File: src/adc_timing_pkg.sv
// Package: register map, field layout and timing constants of the conversion timer
package adc_timing_pkg;
  localparam logic [7:0] CTRL_OFS = 8'h00;
  localparam logic [7:0] STATUS_OFS = 8'h04;
  localparam logic [7:0] RESULT_OFS = 8'h08;
  localparam logic [7:0] START_OFS = 8'h0C;
  localparam int DIV_SEL_POS = 14;
  localparam int SMP_SEL_POS = 12;
  localparam int IMPROVED_POS = 11;
  localparam int POSTCAL_POS = 10;
  localparam int RES8_POS = 9;
  localparam int IMP_DIV_POS = 0;
  localparam logic [15:0] CTRL_RESET = 16'h0400;
  localparam int BC_P10_CAL = 52;
  localparam int BC_P10_NOCAL = 40;
  localparam int BC_P8_CAL = 44;
  localparam int BC_P8_NOCAL = 32;
  localparam int LOAD_SYS = 6;
  localparam int CAL_MIN_BC = 484;
  localparam int CAL_MAX_BC = 11696;
  localparam int FULL_SCALE = 10'h3FF;
  localparam int SYS_CLK_MHZ = 10;

  typedef struct packed {
    logic [1:0] htrans;
    logic [31:0] haddr;
    logic hwrite;
    logic [2:0] hsize;
    logic hsel;
    logic hready;
  } ahb_req_t;

  typedef struct packed {
    logic busy;
    logic cal_busy;
    logic done;
    logic [9:0] result;
  } conv_stat_t;
endpackage : adc_timing_pkg

File: src/adc_conv_timer.sv
// Conversion timing controller of a successive-approximation converter, AHB-Lite slave
// Notes on behaviour
// - In compatibility mode the divider field 00/01/10/11 divides the system clock by 4/2/16/8.
// - In compatibility mode the sample field 00/01/10/11 gives 8/16/32/64 basic clock periods.
// - A 10-bit conversion takes 52 (post-calibration) or 40 basic periods plus sample time plus 6 system clocks.
// - An 8-bit conversion takes 44 (post-calibration) or 32 basic periods plus sample time plus 6 system clocks.
// - Turning post-calibration off shortens any conversion by exactly 12 basic periods.
// - A conversion is sample phase, then result determination, then a load phase, in system clocks.
// - After reset a calibration of 484 to 11,696 basic periods runs before calibration is complete.
// - Conversions requested during reset calibration are accepted and lengthen the calibration.
// - An input below ground gives 000 and above reference supply gives 3FF.
// - All system-period terms count the system clock, equal in rate to the CPU clock.
// - An improved input clock scheme, chosen by a configuration bit, replaces the two-bit divider.
//
// The placing of the registers and the AHB-Lite interface to the registers were chosen for this implementation.
module adc_conv_timer
  import adc_timing_pkg::*;
#(
  parameter int CAL_EXTRA_BC = 0
) (
  input wire logic sys_clk,
  input wire logic sys_rst,
  input wire logic hsel,
  input wire logic [31:0] haddr,
  input wire logic [1:0] htrans,
  input wire logic hwrite,
  input wire logic [2:0] hsize,
  input wire logic hready,
  input wire logic [31:0] hwdata,
  output logic [31:0] hrdata,
  output logic hreadyout,
  output logic hresp,
  input wire logic [9:0] core_code,
  input wire logic core_under,
  input wire logic core_over,
  output logic core_sample,
  output logic core_convert
);
  import adc_timing_pkg::*;

  typedef enum {S_IDLE, S_SAMPLE, S_CONVERT, S_LOAD} phase_t;

  // ====================================================================
  // Bus slave
  logic wr_pend_reg, wr_pend_next;
  logic [7:0] addr_reg, addr_next;
  logic [15:0] ctrl_reg, ctrl_next;
  logic [31:0] hrdata_reg, hrdata_next;
  logic start_req;
  logic done_clr;
  logic addr_phase;

  assign addr_phase = hsel && hready && htrans[1];

  always_comb begin
    wr_pend_next = addr_phase && hwrite;
    addr_next = addr_phase ? haddr[7:0] : addr_reg;
    ctrl_next = ctrl_reg;
    start_req = 1'b0;
    done_clr = 1'b0;
    if (wr_pend_reg) begin
      unique case (addr_reg)
        CTRL_OFS: ctrl_next = hwdata[15:0];
        START_OFS: start_req = hwdata[0];
        STATUS_OFS: done_clr = hwdata[2];
        default: ;
      endcase
    end
  end

  always_ff @(posedge sys_clk) begin
    if (sys_rst) begin
      wr_pend_reg <= 1'b0;
      addr_reg <= 8'h00;
      ctrl_reg <= CTRL_RESET;
    end else begin
      wr_pend_reg <= wr_pend_next;
      addr_reg <= addr_next;
      ctrl_reg <= ctrl_next;
    end
  end

  // ====================================================================
  // Basic clock selection
  logic [1:0] div_sel, smp_sel;
  logic [7:0] div_val;
  logic [7:0] smp_bc;
  logic bc_tick;
  logic busy;
  logic conv_start;

  assign div_sel = ctrl_reg[DIV_SEL_POS +: 2];
  assign smp_sel = ctrl_reg[SMP_SEL_POS +: 2];

  always_comb begin
    if (ctrl_reg[IMPROVED_POS]) begin
      div_val = {ctrl_reg[IMP_DIV_POS +: 6], 2'b00} | 8'h01;
    end else begin
      unique case (div_sel)
        2'b00: div_val = 8'h04;
        2'b01: div_val = 8'h02;
        2'b10: div_val = 8'h10;
        2'b11: div_val = 8'h08;
      endcase
    end
    unique case (smp_sel)
      2'b00: smp_bc = 8'h08;
      2'b01: smp_bc = 8'h10;
      2'b10: smp_bc = 8'h20;
      2'b11: smp_bc = 8'h40;
    endcase
  end

  // System clock drives the prescaler directly: CPU-rate clock
  bc_divider #(.W(8)) u_div (
    .sys_clk(sys_clk),
    .sys_rst(sys_rst),
    .run(busy && !conv_start),
    .div(div_val),
    .tick(bc_tick)
  );

  // ====================================================================
  // Calibration and conversion sequencer
  phase_t phase_reg, phase_next;
  logic [15:0] cnt_reg, cnt_next;
  logic [15:0] cal_reg, cal_next;
  logic cal_busy_reg, cal_busy_next;
  logic pend_reg, pend_next;
  logic done_reg, done_next;
  logic [9:0] result_reg, result_next;
  logic [9:0] clipped;
  logic [7:0] det_bc;

  always_comb begin
    unique case ({ctrl_reg[RES8_POS], ctrl_reg[POSTCAL_POS]})
      2'b01: det_bc = 8'(BC_P10_CAL);
      2'b00: det_bc = 8'(BC_P10_NOCAL);
      2'b11: det_bc = 8'(BC_P8_CAL);
      2'b10: det_bc = 8'(BC_P8_NOCAL);
    endcase
    if (core_under) begin
      clipped = 10'h000;
    end else if (core_over) begin
      clipped = 10'(FULL_SCALE);
    end else if (ctrl_reg[RES8_POS]) begin
      clipped = {core_code[9:2], 2'b00};
    end else begin
      clipped = core_code;
    end
  end

  assign busy = cal_busy_reg || (phase_reg != S_IDLE);
  // A free-running prescaler would clip the first sample period; restart it as a conversion begins
  assign conv_start = (phase_reg == S_IDLE) && pend_reg;

  always_comb begin
    phase_next = phase_reg;
    cnt_next = cnt_reg;
    cal_next = cal_reg;
    cal_busy_next = cal_busy_reg;
    pend_next = pend_reg || start_req;
    done_next = done_reg && !done_clr;
    result_next = result_reg;
    // Calibration counts basic ticks; a conversion pauses it, which lengthens it
    if (cal_busy_reg && phase_reg == S_IDLE && bc_tick) begin
      if (cal_reg >= 16'(CAL_MIN_BC + CAL_EXTRA_BC) - 16'h0001) begin
        cal_busy_next = 1'b0;
      end
      cal_next = cal_reg + 16'h0001;
    end
    unique case (phase_reg)
      S_IDLE: begin
        if (pend_reg) begin
          pend_next = start_req;
          phase_next = S_SAMPLE;
          cnt_next = 16'(smp_bc);
        end
      end
      S_SAMPLE: begin
        if (bc_tick) begin
          cnt_next = cnt_reg - 16'h0001;
          if (cnt_reg == 16'h0001) begin
            phase_next = S_CONVERT;
            cnt_next = 16'(det_bc);
          end
        end
      end
      S_CONVERT: begin
        if (bc_tick) begin
          cnt_next = cnt_reg - 16'h0001;
          if (cnt_reg == 16'h0001) begin
            phase_next = S_LOAD;
            cnt_next = 16'(LOAD_SYS);
          end
        end
      end
      S_LOAD: begin
        cnt_next = cnt_reg - 16'h0001;
        if (cnt_reg == 16'h0001) begin
          phase_next = S_IDLE;
          result_next = clipped;
          done_next = 1'b1;
        end
      end
    endcase
  end

  always_ff @(posedge sys_clk) begin
    if (sys_rst) begin
      phase_reg <= S_IDLE;
      cnt_reg <= 16'h0000;
      cal_reg <= 16'h0000;
      cal_busy_reg <= 1'b1;
      pend_reg <= 1'b0;
      done_reg <= 1'b0;
      result_reg <= 10'h000;
    end else begin
      phase_reg <= phase_next;
      cnt_reg <= cnt_next;
      cal_reg <= cal_next;
      cal_busy_reg <= cal_busy_next;
      pend_reg <= pend_next;
      done_reg <= done_next;
      result_reg <= result_next;
    end
  end

  // ====================================================================
  // Read data and core strobes
  logic sample_reg, convert_reg;

  always_comb begin
    hrdata_next = 32'h0000_0000;
    if (addr_phase && !hwrite) begin
      unique case (haddr[7:0])
        CTRL_OFS: hrdata_next = {16'h0000, ctrl_reg};
        STATUS_OFS: hrdata_next = {29'h0, done_reg, cal_busy_reg, phase_reg != S_IDLE};
        RESULT_OFS: hrdata_next = {22'h0, result_reg};
        default: hrdata_next = 32'h0000_0000;
      endcase
    end
  end

  always_ff @(posedge sys_clk) begin
    if (sys_rst) begin
      hrdata_reg <= 32'h0000_0000;
      sample_reg <= 1'b0;
      convert_reg <= 1'b0;
    end else begin
      hrdata_reg <= hrdata_next;
      sample_reg <= phase_next == S_SAMPLE;
      convert_reg <= phase_next == S_CONVERT;
    end
  end

  assign hrdata = hrdata_reg;
  assign hreadyout = 1'b1;
  assign hresp = 1'b0;
  assign core_sample = sample_reg;
  assign core_convert = convert_reg;

  // ====================================================================
  // Checks
  a_load_six_cycles: assert property (@(posedge sys_clk) disable iff (sys_rst)
    (phase_reg == S_CONVERT && phase_next == S_LOAD) |=> (phase_reg == S_LOAD) [*6] ##1 done_reg)
    else $error("load phase not six cycles");
  a_done_with_result: assert property (@(posedge sys_clk) disable iff (sys_rst)
    $rose(done_reg) |-> $changed(result_reg) || result_reg == $past(clipped))
    else $error("done without result load");
  a_over_clips: assert property (@(posedge sys_clk) disable iff (sys_rst)
    (phase_reg == S_LOAD && cnt_reg == 16'h0001 && core_over && !core_under) |=> result_reg == 10'h3FF)
    else $error("over-range not clipped");
  a_under_clips: assert property (@(posedge sys_clk) disable iff (sys_rst)
    (phase_reg == S_LOAD && cnt_reg == 16'h0001 && core_under) |=> result_reg == 10'h000)
    else $error("under-range not zero");
  a_div_by_two: assert property (@(posedge sys_clk) disable iff (sys_rst)
    (bc_tick && (phase_reg == S_SAMPLE || phase_reg == S_CONVERT) && !ctrl_reg[IMPROVED_POS] && div_sel == 2'b01
      && $stable(ctrl_reg)) |=> !bc_tick ##1 bc_tick)
    else $error("divide by two wrong");
  a_tick_restart: assert property (@(posedge sys_clk) disable iff (sys_rst)
    (conv_start && div_val != 8'h01) |=> !bc_tick)
    else $error("prescaler not restarted at conversion start");
  a_sample_len: assert property (@(posedge sys_clk) disable iff (sys_rst)
    (phase_reg == S_IDLE && pend_reg) |=> cnt_reg == 16'(smp_bc))
    else $error("sample length wrong");
  a_postcal_diff: assert property (@(posedge sys_clk) disable iff (sys_rst)
    (phase_reg == S_SAMPLE && phase_next == S_CONVERT && !ctrl_reg[POSTCAL_POS] && !ctrl_reg[RES8_POS])
      |=> cnt_reg == 16'(BC_P10_CAL - 12))
    else $error("post-calibration saving wrong");
  a_cal_paused: assert property (@(posedge sys_clk) disable iff (sys_rst)
    (cal_busy_reg && phase_reg != S_IDLE) |=> $stable(cal_reg))
    else $error("calibration advanced during conversion");
  a_cal_min: assert property (@(posedge sys_clk) disable iff (sys_rst)
    $fell(cal_busy_reg) |-> cal_reg >= 16'(CAL_MIN_BC))
    else $error("calibration too short");
  c_conv_done: cover property (@(posedge sys_clk) disable iff (sys_rst) $rose(done_reg));
  c_conv_in_cal: cover property (@(posedge sys_clk) disable iff (sys_rst) cal_busy_reg && phase_reg == S_SAMPLE);
  c_cal_end: cover property (@(posedge sys_clk) disable iff (sys_rst) $fell(cal_busy_reg));
  c_improved_conv: cover property (@(posedge sys_clk) disable iff (sys_rst) phase_reg == S_CONVERT && ctrl_reg[IMPROVED_POS]);
endmodule : adc_conv_timer

File: src/bc_divider.sv
// Basic clock prescaler: one-cycle tick every div system clocks
module bc_divider #(
  parameter int W = 8
) (
  input wire logic sys_clk,
  input wire logic sys_rst,
  input wire logic run,
  input wire logic [W-1:0] div,
  output logic tick
);
  logic [W-1:0] cnt_reg;
  logic [W-1:0] cnt_next;
  logic tick_reg;
  logic tick_next;

  always_comb begin
    cnt_next = cnt_reg;
    tick_next = 1'b0;
    if (!run) begin
      // Restart one count ahead: the tick flop adds a cycle, so the first tick still lands div clocks on
      cnt_next = W'(1);
      tick_next = (div == W'(1));
    end else if (cnt_reg >= div - W'(1)) begin
      cnt_next = '0;
      tick_next = 1'b1;
    end else begin
      cnt_next = cnt_reg + W'(1);
    end
  end

  always_ff @(posedge sys_clk) begin
    if (sys_rst) begin
      cnt_reg <= '0;
      tick_reg <= 1'b0;
    end else begin
      cnt_reg <= cnt_next;
      tick_reg <= tick_next;
    end
  end

  assign tick = tick_reg;
endmodule : bc_divider

File: config.mk
export PLATFORM = sky130hd
export DESIGN_NAME = adc_conv_timer
export DESIGN_NICKNAME = d
export VERILOG_FILES = /design/src/adc_timing_pkg.sv /design/src/adc_conv_timer.sv /design/src/bc_divider.sv
export SDC_FILE = /design/constraint.sdc
export NUM_CORES = 1
export LEC_CHECK = 0
export ABC_CLOCK_PERIOD_IN_PS = 4700
export BUFFER_PORTS_ARGS = -buffer_cell sky130_fd_sc_hd__clkbuf_2
export CAP_MARGIN = 5
export CORE_ASPECT_RATIO = 0.75
export CORE_MARGIN = 8
export CORE_UTILIZATION = 44
export DETAILED_ROUTE_END_ITERATION = 8
export GPL_ROUTABILITY_DRIVEN = 1
export PLACE_DENSITY = 0.77
export REMOVE_ABC_BUFFERS = 1
export SLEW_MARGIN = 0
export SYNTH_ARGS = -nofsm -noshare
export SYNTH_HDL_FRONTEND = slang
export SYNTH_SLANG_ARGS = --single-unit
File: constraint.sdc
create_clock -name sys_clk -period 4.7 [get_ports sys_clk]
set_clock_uncertainty 0.2 [all_clocks]
set_input_delay 0.94 -clock sys_clk [delete_from_list [all_inputs] [get_ports sys_clk]]
set_output_delay 0.94 -clock sys_clk [all_outputs]
set_load 0.01 [all_outputs]
Yosys cells after proc, flatten, opt, wreduce, memory -nomap -nowiden
Index checks and enable logic that the tools add are counted.

word-level totals
  bits in registers = 145
  bits of input ports = 86
  output and inout port bits = 36
  word-level logic and storage cells = 108

cells by class
  add/subtract/negate cells = 4
  $lt $le $gt $ge = 2
  eq/ne operators = 23
  multiplexer cells = 33
  bitwise gates (word level) = 2
  reduce and logical (&&, ||, !) cells = 28

operator list
  cell                                                                 number
  2-to-1 mux 32 bit                                                    6
  one-hot mux 32 bit (4 select lines)                                  1
  equality test 32 x 2 -> 1 bit (second input constant)                3
  one-hot mux 8 bit (4 select lines)                                   3
  2-to-1 mux 16 bit                                                    5
  logical NOT 32 bit                                                   2
  one-hot mux 16 bit (4 select lines)                                  1
  one-hot mux 16 bit (3 select lines)                                  1
  equality test 32 x 1 -> 1 bit (second input constant)                1
  equality test 32 x 3 -> 1 bit (second input constant)                1
  nonzero test 32 bit                                                  1
  2-to-1 mux 10 bit                                                    2
  adder 16 x 1 -> 16 bit (second input constant)                       1
  equality test 16 x 1 -> 1 bit (second input constant)                1
  equality test 8 x 3 -> 1 bit (second input constant)                 2
  equality test 8 x 4 -> 1 bit (second input constant)                 2
  greater-or-equal comparator 16 x 9 -> 1 bit (second input constant)  1
  logical NOT 8 bit                                                    2
  subtractor 16 x 1 -> 16 bit (second input constant)                  1
  equality test 2 bit (second input constant)                          6
  2-to-1 mux 1 bit                                                     12
  logical AND 1 bit                                                    9
  adder 8 x 1 -> 8 bit (second input constant)                         1
  equality test 8 x 1 -> 1 bit (second input constant)                 1
  15 further kinds                                                     26

Depth between registers and ports, before layout
Gate-level depths: netlist (run 1).

  depth after elaboration = 7
  depth in mapped cells = 10

By module
Synthesis (run 1) repeated with hierarchy kept, for this count alone.

unflattened totals
  cell total of the unflattened synthesis = 649
  area, all modules = 5743.0 um^2

modules (own cells, without submodules)
  module          instances  cells each  area an instance (um^2)
  adc_conv_timer  1          572         5041.1
  bc_divider      1          77          701.9

Least setup slack after synthesis (run 1)
OpenSTA, ideal clock, no wires.

  path type = register to register
  start = reg phase_reg[21]
  end = reg phase_reg[10]
  library setup time = 0.115 ns
  arrival = 2.283 ns
  path slack = 2.102 ns
  cell stages (with the launch flop) = 9
  path buffers = 2
  cell sequence = dfxtp_1 -> nor4_1 -> nand4_1 -> or3_1 -> clkbuf_2 -> or4_1 -> and3b_4 -> buf_6 -> and2_1

on the way
  word-level cells in the longest chain between the ends = 2
  elaborated cells between the ends (all ways) = 5
  those cells by class = eq/ne: 3; mux: 1; reduce/logical: 1

RTL lines
  what                                                   line                   text
  start: declaration                                     adc_conv_timer.sv:125  phase_t phase_reg, phase_next;
  start signal: assignment                               adc_conv_timer.sv:219  phase_reg <= phase_next;
  equality test 32 x 2 -> 1 bit (tied with other cells)  adc_conv_timer.sv:172  unique case (phase_reg)
  one-hot mux 32 bit (4 select lines) *                  adc_conv_timer.sv:172

Every way passes the cells marked *; elsewhere a longest branch is shown, timed or not.
A chain may end at the register's enable or synchronous reset.

Worst setup path in the final report (run 1)
  start = reg cnt_reg[1]
  end = reg cnt_reg[7]

on the way
  word-level cells in the longest chain between the ends = 4
  elaborated cells between the ends (all ways) = 7
  those cells by class = add/sub: 1; eq/ne: 1; mux: 5

RTL lines
  what                                                                                 line                                          text
  start: declaration                                                                   adc_conv_timer.sv:126                         logic [15:0] cnt_reg, cnt_next;
  start signal: assignment                                                             adc_conv_timer.sv:220                         cnt_reg <= cnt_next;
  subtractor 16 x 1 -> 16 bit / equality test 16 x 1 -> 1 bit (equally long branches)  --
  2-to-1 mux 16 bit (on tied branches)                                                 adc_conv_timer.sv:192, adc_conv_timer.sv:183
  2-to-1 mux 16 bit (on tied branches)                                                 adc_conv_timer.sv:190, adc_conv_timer.sv:181
  one-hot mux 16 bit (4 select lines) *                                                adc_conv_timer.sv:172

Every way passes the cells marked *; elsewhere a longest branch is shown, timed or not. The select of a mux whose other input is x is not followed.

==> results of run 1 <==
-- path summary, 6_finish.rpt --
kind / end / depth (start not counted) / slack [ns] / from
setup / recovery: cnt_reg[7]$_SDFFE_PP0P_ / 8 / 1.71 / cnt_reg[1]$_SDFFE_PP0P_
hold / removal: result_reg[7]$_SDFFE_PP0P_ / 2 / 0.25 / result_reg[7]$_SDFFE_PP0P_
setup reg to reg: cnt_reg[7]$_SDFFE_PP0P_ / 8 / 1.71 / cnt_reg[1]$_SDFFE_PP0P_
hold reg to reg: result_reg[7]$_SDFFE_PP0P_ / 2 / 0.25 / result_reg[7]$_SDFFE_PP0P_
-- kinds of logic after synthesis --
group	after synthesis	synth area share
muxes	32	0.0564
AOI/OAI and AO/OA	73	0.0783
adders and majority gates	14	0.0307
other	2	0.00132
DFF	129	0.453
xor gates and xnor gates	33	0.0507
buffers and inverters	60	0.0573
and+or+nand+nor	306	0.272
-- tightest hold or removal path: cells and delay by family (launching register included) --
| family | cells | cell delay (ns) |
|---|---|---|
| and+or+nand+nor | 1 | 0.05 |
| DFF | 1 | 0.31 |
| AOI/OAI and AO/OA | 1 | 0.05 |
-- synth_stat cells (3+ instances only) --
cell and number:
ha_1 14, and2_1 34, or2_2 3, xnor2_1 20
nor4b_1 3, mux2i_1 31, xor2_1 13, clkbuf_1 20
nor4_1 29, a21o_1 4, nand2b_1 6, or4_1 6
nand4_1 5, nand3b_1 3, and3_1 6, o31ai_1 5
o21ai_0 7, dfxtp_1 129, buf_4 18, nor2_1 92
and4_1 3, nor3_1 21, inv_1 13, nand2_1 52
nor3b_1 3, or3_1 14, buf_6 4, a21oi_1 39
nand3_1 20
-- report_power, final --
| group | total (W) | internal (W) | leakage [nW] | switching, W |
|---|---|---|---|---|
| clock network | 0.00133 | 0.000846 | 0.277 | 0.000482 |
| logic | 0.000132 | 0.0000556 | 1.34 | 0.0000768 |
| registers | 0.00114 | 0.00111 | 1.04 | 0.0000255 |
-- stage by stage --
step / hold slack, ns / utilization / area [um2] / worst slack (ns)
3_3_place_gp: 0.240 / 0.470 / 6030 / 1.82
5_1_grt: 0.271 / 0.517 / 6640 / 1.54
2_1_floorplan: 0.225 / - / 5480 / 1.62
6_report: 0.251 / 0.517 / 6640 / 1.71
4_1_cts: 0.251 / 0.517 / 6640 / 1.75
3_5_place_dp: 0.244 / 0.470 / 6030 / 1.78
-- layout make-up --
class,count,area share
repair buffers,63,0.0490
clock buffers,19,0.0667
clock inverters,13,0.0245
inverters,13,0.00735
flip-flops and latches,129,0.389
well taps,171,0.0322
multi-input cells,476,0.431
-- routing by layer --
metal  GRT usage  vias up
met1       0.194     2102
met5           0        -
met4      0.0711        0
met2       0.221      139
met3      0.0320       15
li1            -     2323
==> results.json, run 1 <==
{
  "path_common_cell": "nor2_1",
  "dp_hpwl_mm": 8.66,
  "synthArstFlopShare": 0,
  "clock_sinks": 129,
  "row_count": 36,
  "yosysTopAreaCell": "dfxtp_1",
  "start_kind": "flop",
  "cts_buffers": 17,
  "leakage_nw": 2.65,
  "netlist_instances": 649,
  "rsz0062_at_grt": "false",
  "htreeDepth": 4,
  "clk_pin_slew_ns": 0.06,
  "multi_input_area_um2": 2860,
  "dieArea_um2": 16900,
  "drt_first_pass_iters": 5,
  "period_needed_ns": 2.99,
  "met2_length_mm": 5.51,
  "grt_max_degree": 42,
  "cpLargestDelayFamily": "simple AND/OR/NAND/NOR gates",
  "mappedNetlistArea_um2": 5700,
  "core_area_um2": 12800,
  "cts-root-buf": "clkbuf_16",
  "grt_first_pass_wirelength_mm": 20.1,
  "peakVddDrop_mv": 0.201,
  "largest_reg_flops": 32,
  "cp_slowest_cell": "o21ai_1",
  "drt-met1-wl_mm": 5.92,
  "vias": 4579,
  "boundaryPins": 122,
  "ys_ff_latch": 129,
  "synth_warnings": 0,
  "yosysUniqueCellTypes": 53,
  "path_buf_inv": 1,
  "top_layer_used": "met4",
  "via_per_inst": 5.18,
  "final_common_cell": "dfxtp_1",
  "slew_headroom": 0.366,
  "required_ns": 4.77,
  "cpPeakStageDelay_ns": 0.63,
  "finalSetupViolCount": 0,
  "synth_ff_type": "dfxtp_1",
  "ant_nets": 0,
  "grt_remaining_overflow": 0,
  "worst-path-max-fanout": 10,
  "finalNetCount": 800,
  "antenna_cells": 0,
  "dp_cells": 852,
  "hold_viol": 0,
  "cellPowerDensity_nw_per_um2": 391,
  "slew_violations": 0,
  "drive_above_1_share": 0.144,
  "cts_resized": 0,
  "fin_setup_tns_ns": 0,
  "status": "finished, final reports clean",
  "met3_length_um": 771,
  "drc": 0,
  "hold_path.class": "reg2reg",
  "path_class": "reg2reg",
  "worst_slew_pin_slew_ns": 0.938,
  "stdcell_count": 884,
  "grt_util_all_layers": 0.146,
  "die-width_um": 147,
  "post-cts-setup-buffer-count": 0,
  "cts_tree": "done",
  "post-route-period-util": 0.637,
  "drt-total-wl_mm": 12.4,
  "synth_edf_count": 0,
  "area_delta_synth_final_pct": 16.5,
  "ys_top_cells_by_area": "dfxtp_1, nor2_1, mux2i_1",
  "clk_latency_ns": 0.42,
  "first_global_vias": 4246,
  "crit_path_end_kind": "flop",
  "fillCellCount": 1176,
  "yosysSeqAreaShare": 0.453,
  "finalPower_w": 0.00260,
  "avgRoutedWirePerCell_um": 14.0,
  "gp_congestion": 0.815,
  "antenna_found_initial": 0,
  "die_y_um": 115,
  "port_buffers": 59,
  "cap_violations": 0,
  "initial_core_util": 0.444,
  "drt_iter0_drc": 408,
  "cts.path.max_buffers": 2,
  "seq_area_um2": 2580,
  "final_cell_mix": "dfxtp_1, nor2_1, clkbuf_2, nand2_1, a21oi_1",
  "hold_buffers": 0,
  "syn_avg_cell_area_um2": 8.79,
  "synth_top_area_share": 0.453,
  "cp_cell_sequence": "inv_1, ha_1, nor4b_1, nand4_1, nor2_1, o21ai_0, o21ai_1, nor2_1",
  "max_freq_ghz": 0.334,
  "cp.arrival_ns": 3.06
}
Note: power is estimated with default switching activity, not from simulation.
==> inputs of run 2 (changes only) <==
--- a/config.mk
+++ b/config.mk
@@ -5,7 +5,7 @@
 export SDC_FILE = /design/constraint.sdc
 export NUM_CORES = 1
 export LEC_CHECK = 0
-export ABC_CLOCK_PERIOD_IN_PS = 4700
+export ABC_CLOCK_PERIOD_IN_PS = 3050
 export BUFFER_PORTS_ARGS = -buffer_cell sky130_fd_sc_hd__clkbuf_2
 export CAP_MARGIN = 5
 export CORE_ASPECT_RATIO = 0.75
==> constraint.sdc (replaced) <==
create_clock -name sys_clk -period 3.05 [get_ports sys_clk]
set_clock_uncertainty 0.2 [all_clocks]
set_input_delay 0.61 -clock sys_clk [delete_from_list [all_inputs] [get_ports sys_clk]]
set_output_delay 0.61 -clock sys_clk [all_outputs]
set_load 0.01 [all_outputs]
==> results.json, run 2 (synthesis gave the netlist of run 1 again) <==
{
  "status": "finished, final reports clean",
  "drt_first_pass_iters": 4,
  "drt-total-wl_mm": 12.5,
  "rsz0062_at_grt": "false",
  "rrSetupSlack_ns": 0.31,
  "largest_reg_flops": 32,
  "fin_setup_tns_ns": 0,
  "cts_buffers": 17,
  "ant_nets": 0,
  "drc": 0,
  "cp.arrival_ns": 2.85,
  "dp_cells": 858,
  "timing.hold.ws_ns": 0.214,
  "required_ns": 3.16,
  "boundaryPins": 122,
  "finalSetupViolCount": 0,
  "finalNetCount": 806,
  "cap_violations": 0,
  "fillCellCount": 1163,
  "slew_headroom": 0.593,
  "area_delta_synth_final_pct": 17.3,
  "grt_first_pass_wirelength_mm": 20.3,
  "whs_path_depth": 2,
  "worst-path-max-fanout": 30,
  "period_needed_ns": 2.74,
  "dieArea_um2": 16900,
  "stdcell_count": 890,
  "multi_input_area_um2": 2860,
  "final_common_cell": "dfxtp_1",
  "die_y_um": 115,
  "final_cell_mix": "dfxtp_1, nor2_1, clkbuf_2, nand2_1, a21oi_1",
  "antenna_found_initial": 0,
  "hold_start": "hwdata[10]",
  "utilization": 0.521,
  "rr_worst_depth": 8,
  "peakVddDrop_mv": 0.351,
  "cp_cell_sequence": "inv_1, ha_1, nor4b_1, nand2_1, or2_2, or4_1, and3b_4, and2_1",
  "max_freq_ghz": 0.365,
  "cpPeakStageDelay_ns": 0.52,
  "clk_pin_slew_ns": 0.06,
  "core_area_um2": 12800,
  "grt_util_all_layers": 0.148,
  "whs_endpoint": "ctrl_reg[10]$_SDFFE_PP1P_",
  "row_count": 36,
  "antenna_cells": 0,
  "slew_violations": 0,
  "dp_hpwl_mm": 8.68,
  "regToRegEndpoint": "phase_reg[3]$_SDFF_PP0_",
  "hold_path.class": "in2reg",
  "worst_slew_pin_slew_ns": 0.595,
  "clk_latency_ns": 0.42,
  "cts_resized": 0,
  "cts.path.max_buffers": 2,
  "r2r_start": "cnt_reg[1]$_SDFFE_PP0P_",
  "post-cts-setup-buffer-count": 0,
  "cts_tree": "done",
  "drive_above_1_share": 0.153,
  "first_global_vias": 4208,
  "dpl_cell_area_um2": 6090,
  "hold_viol": 0,
  "seq_area_um2": 2580,
  "cts-root-buf": "clkbuf_16",
  "path_class": "reg2reg",
  "final_area_um2": 6690,
  "grt_remaining_overflow": 0,
  "gp_congestion": 0.818,
  "via_per_inst": 5.14,
  "port_buffers": 59,
  "cpLargestDelayFamily": "simple AND/OR/NAND/NOR gates",
  "clock_sinks": 129,
  "hold_buffers": 0,
  "drt_iter0_drc": 382,
  "die-width_um": 147,
  "leakage_nw": 2.68,
  "start_kind": "flop",
  "htreeDepth": 4,
  "vias": 4574,
  "post-route-period-util": 0.898,
  "cp_slowest_cell": "or4_1",
  "crit_path_end_kind": "flop",
  "path_buf_inv": 1,
  "avgRoutedWirePerCell_um": 14.1,
  "grt_max_degree": 70,
  "initial_core_util": 0.444,
  "cellPowerDensity_nw_per_um2": 593
}
==> run 2: cell types whose count changed in the layout (fill, tap and decap cells not counted) <==
| cell | delta |
|---|---|
| clkinv_4 | +2 |
| clkbuf_1 | -1 |
| buf_12 | +1 |
| inv_6 | +2 |
| buf_4 | +5 |
| bufinv_16 | -1 |
| clkinv_2 | -2 |
==> run 2: stage by stage <==
stage	worst slack (ns)	power (W)
6_report	0.311	0.00397
5_1_grt	0.167	0.00410
4_1_cts	0.322	0.00400
3_5_place_dp	0.369	0.00199
3_3_place_gp	0.383	0.00198
2_1_floorplan	-0.0267	0.00190
==> run 2: layout make-up <==
class	count	area share
repair buffers	69	0.0572
clock buffers	18	0.0657
inverters	13	0.00730
well taps	171	0.0320
flip-flops and latches	129	0.386
clock inverters	14	0.0236
multi-input cells	476	0.428
==> run 2: power breakdown <==
part           total, W  switching (W)  internal [W]
sequential      0.00175      0.0000386       0.00171
clock           0.00201       0.000776       0.00123
combinational  0.000211       0.000122     0.0000885
==> run 2: worst max-delay path by stage <==
stage	startpoint	endpoint	slack, ns	cells after the start
2_1_floorplan	phase_reg[0]$_SDFF_PP0_	cnt_reg[12]$_SDFFE_PP0P_	-0.03	6
3_3_place_gp	cnt_reg[1]$_SDFFE_PP0P_	phase_reg[8]$_SDFF_PP0_	0.38	8
3_5_place_dp	cnt_reg[1]$_SDFFE_PP0P_	phase_reg[19]$_SDFF_PP0_	0.37	8
4_1_cts	phase_reg[4]$_SDFF_PP0_	phase_reg[3]$_SDFF_PP0_	0.32	6
5_1_grt	phase_reg[21]$_SDFF_PP0_	cal_reg[6]$_SDFFE_PP0P_	0.17	7
6_report	cnt_reg[1]$_SDFFE_PP0P_	phase_reg[3]$_SDFF_PP0_	0.31	8
==> run 2: routing by layer <==
layer  GRT usage  vias to the layer above  part of all wire  wire length (um)
met4      0.0711                        0             0.015               194
li1            -                     2334                 -                 -
met2       0.222                      109              0.45              5580
met3      0.0367                       22             0.053               660
met1       0.197                     2109              0.49              6100
met5           0                        -                 0                 0
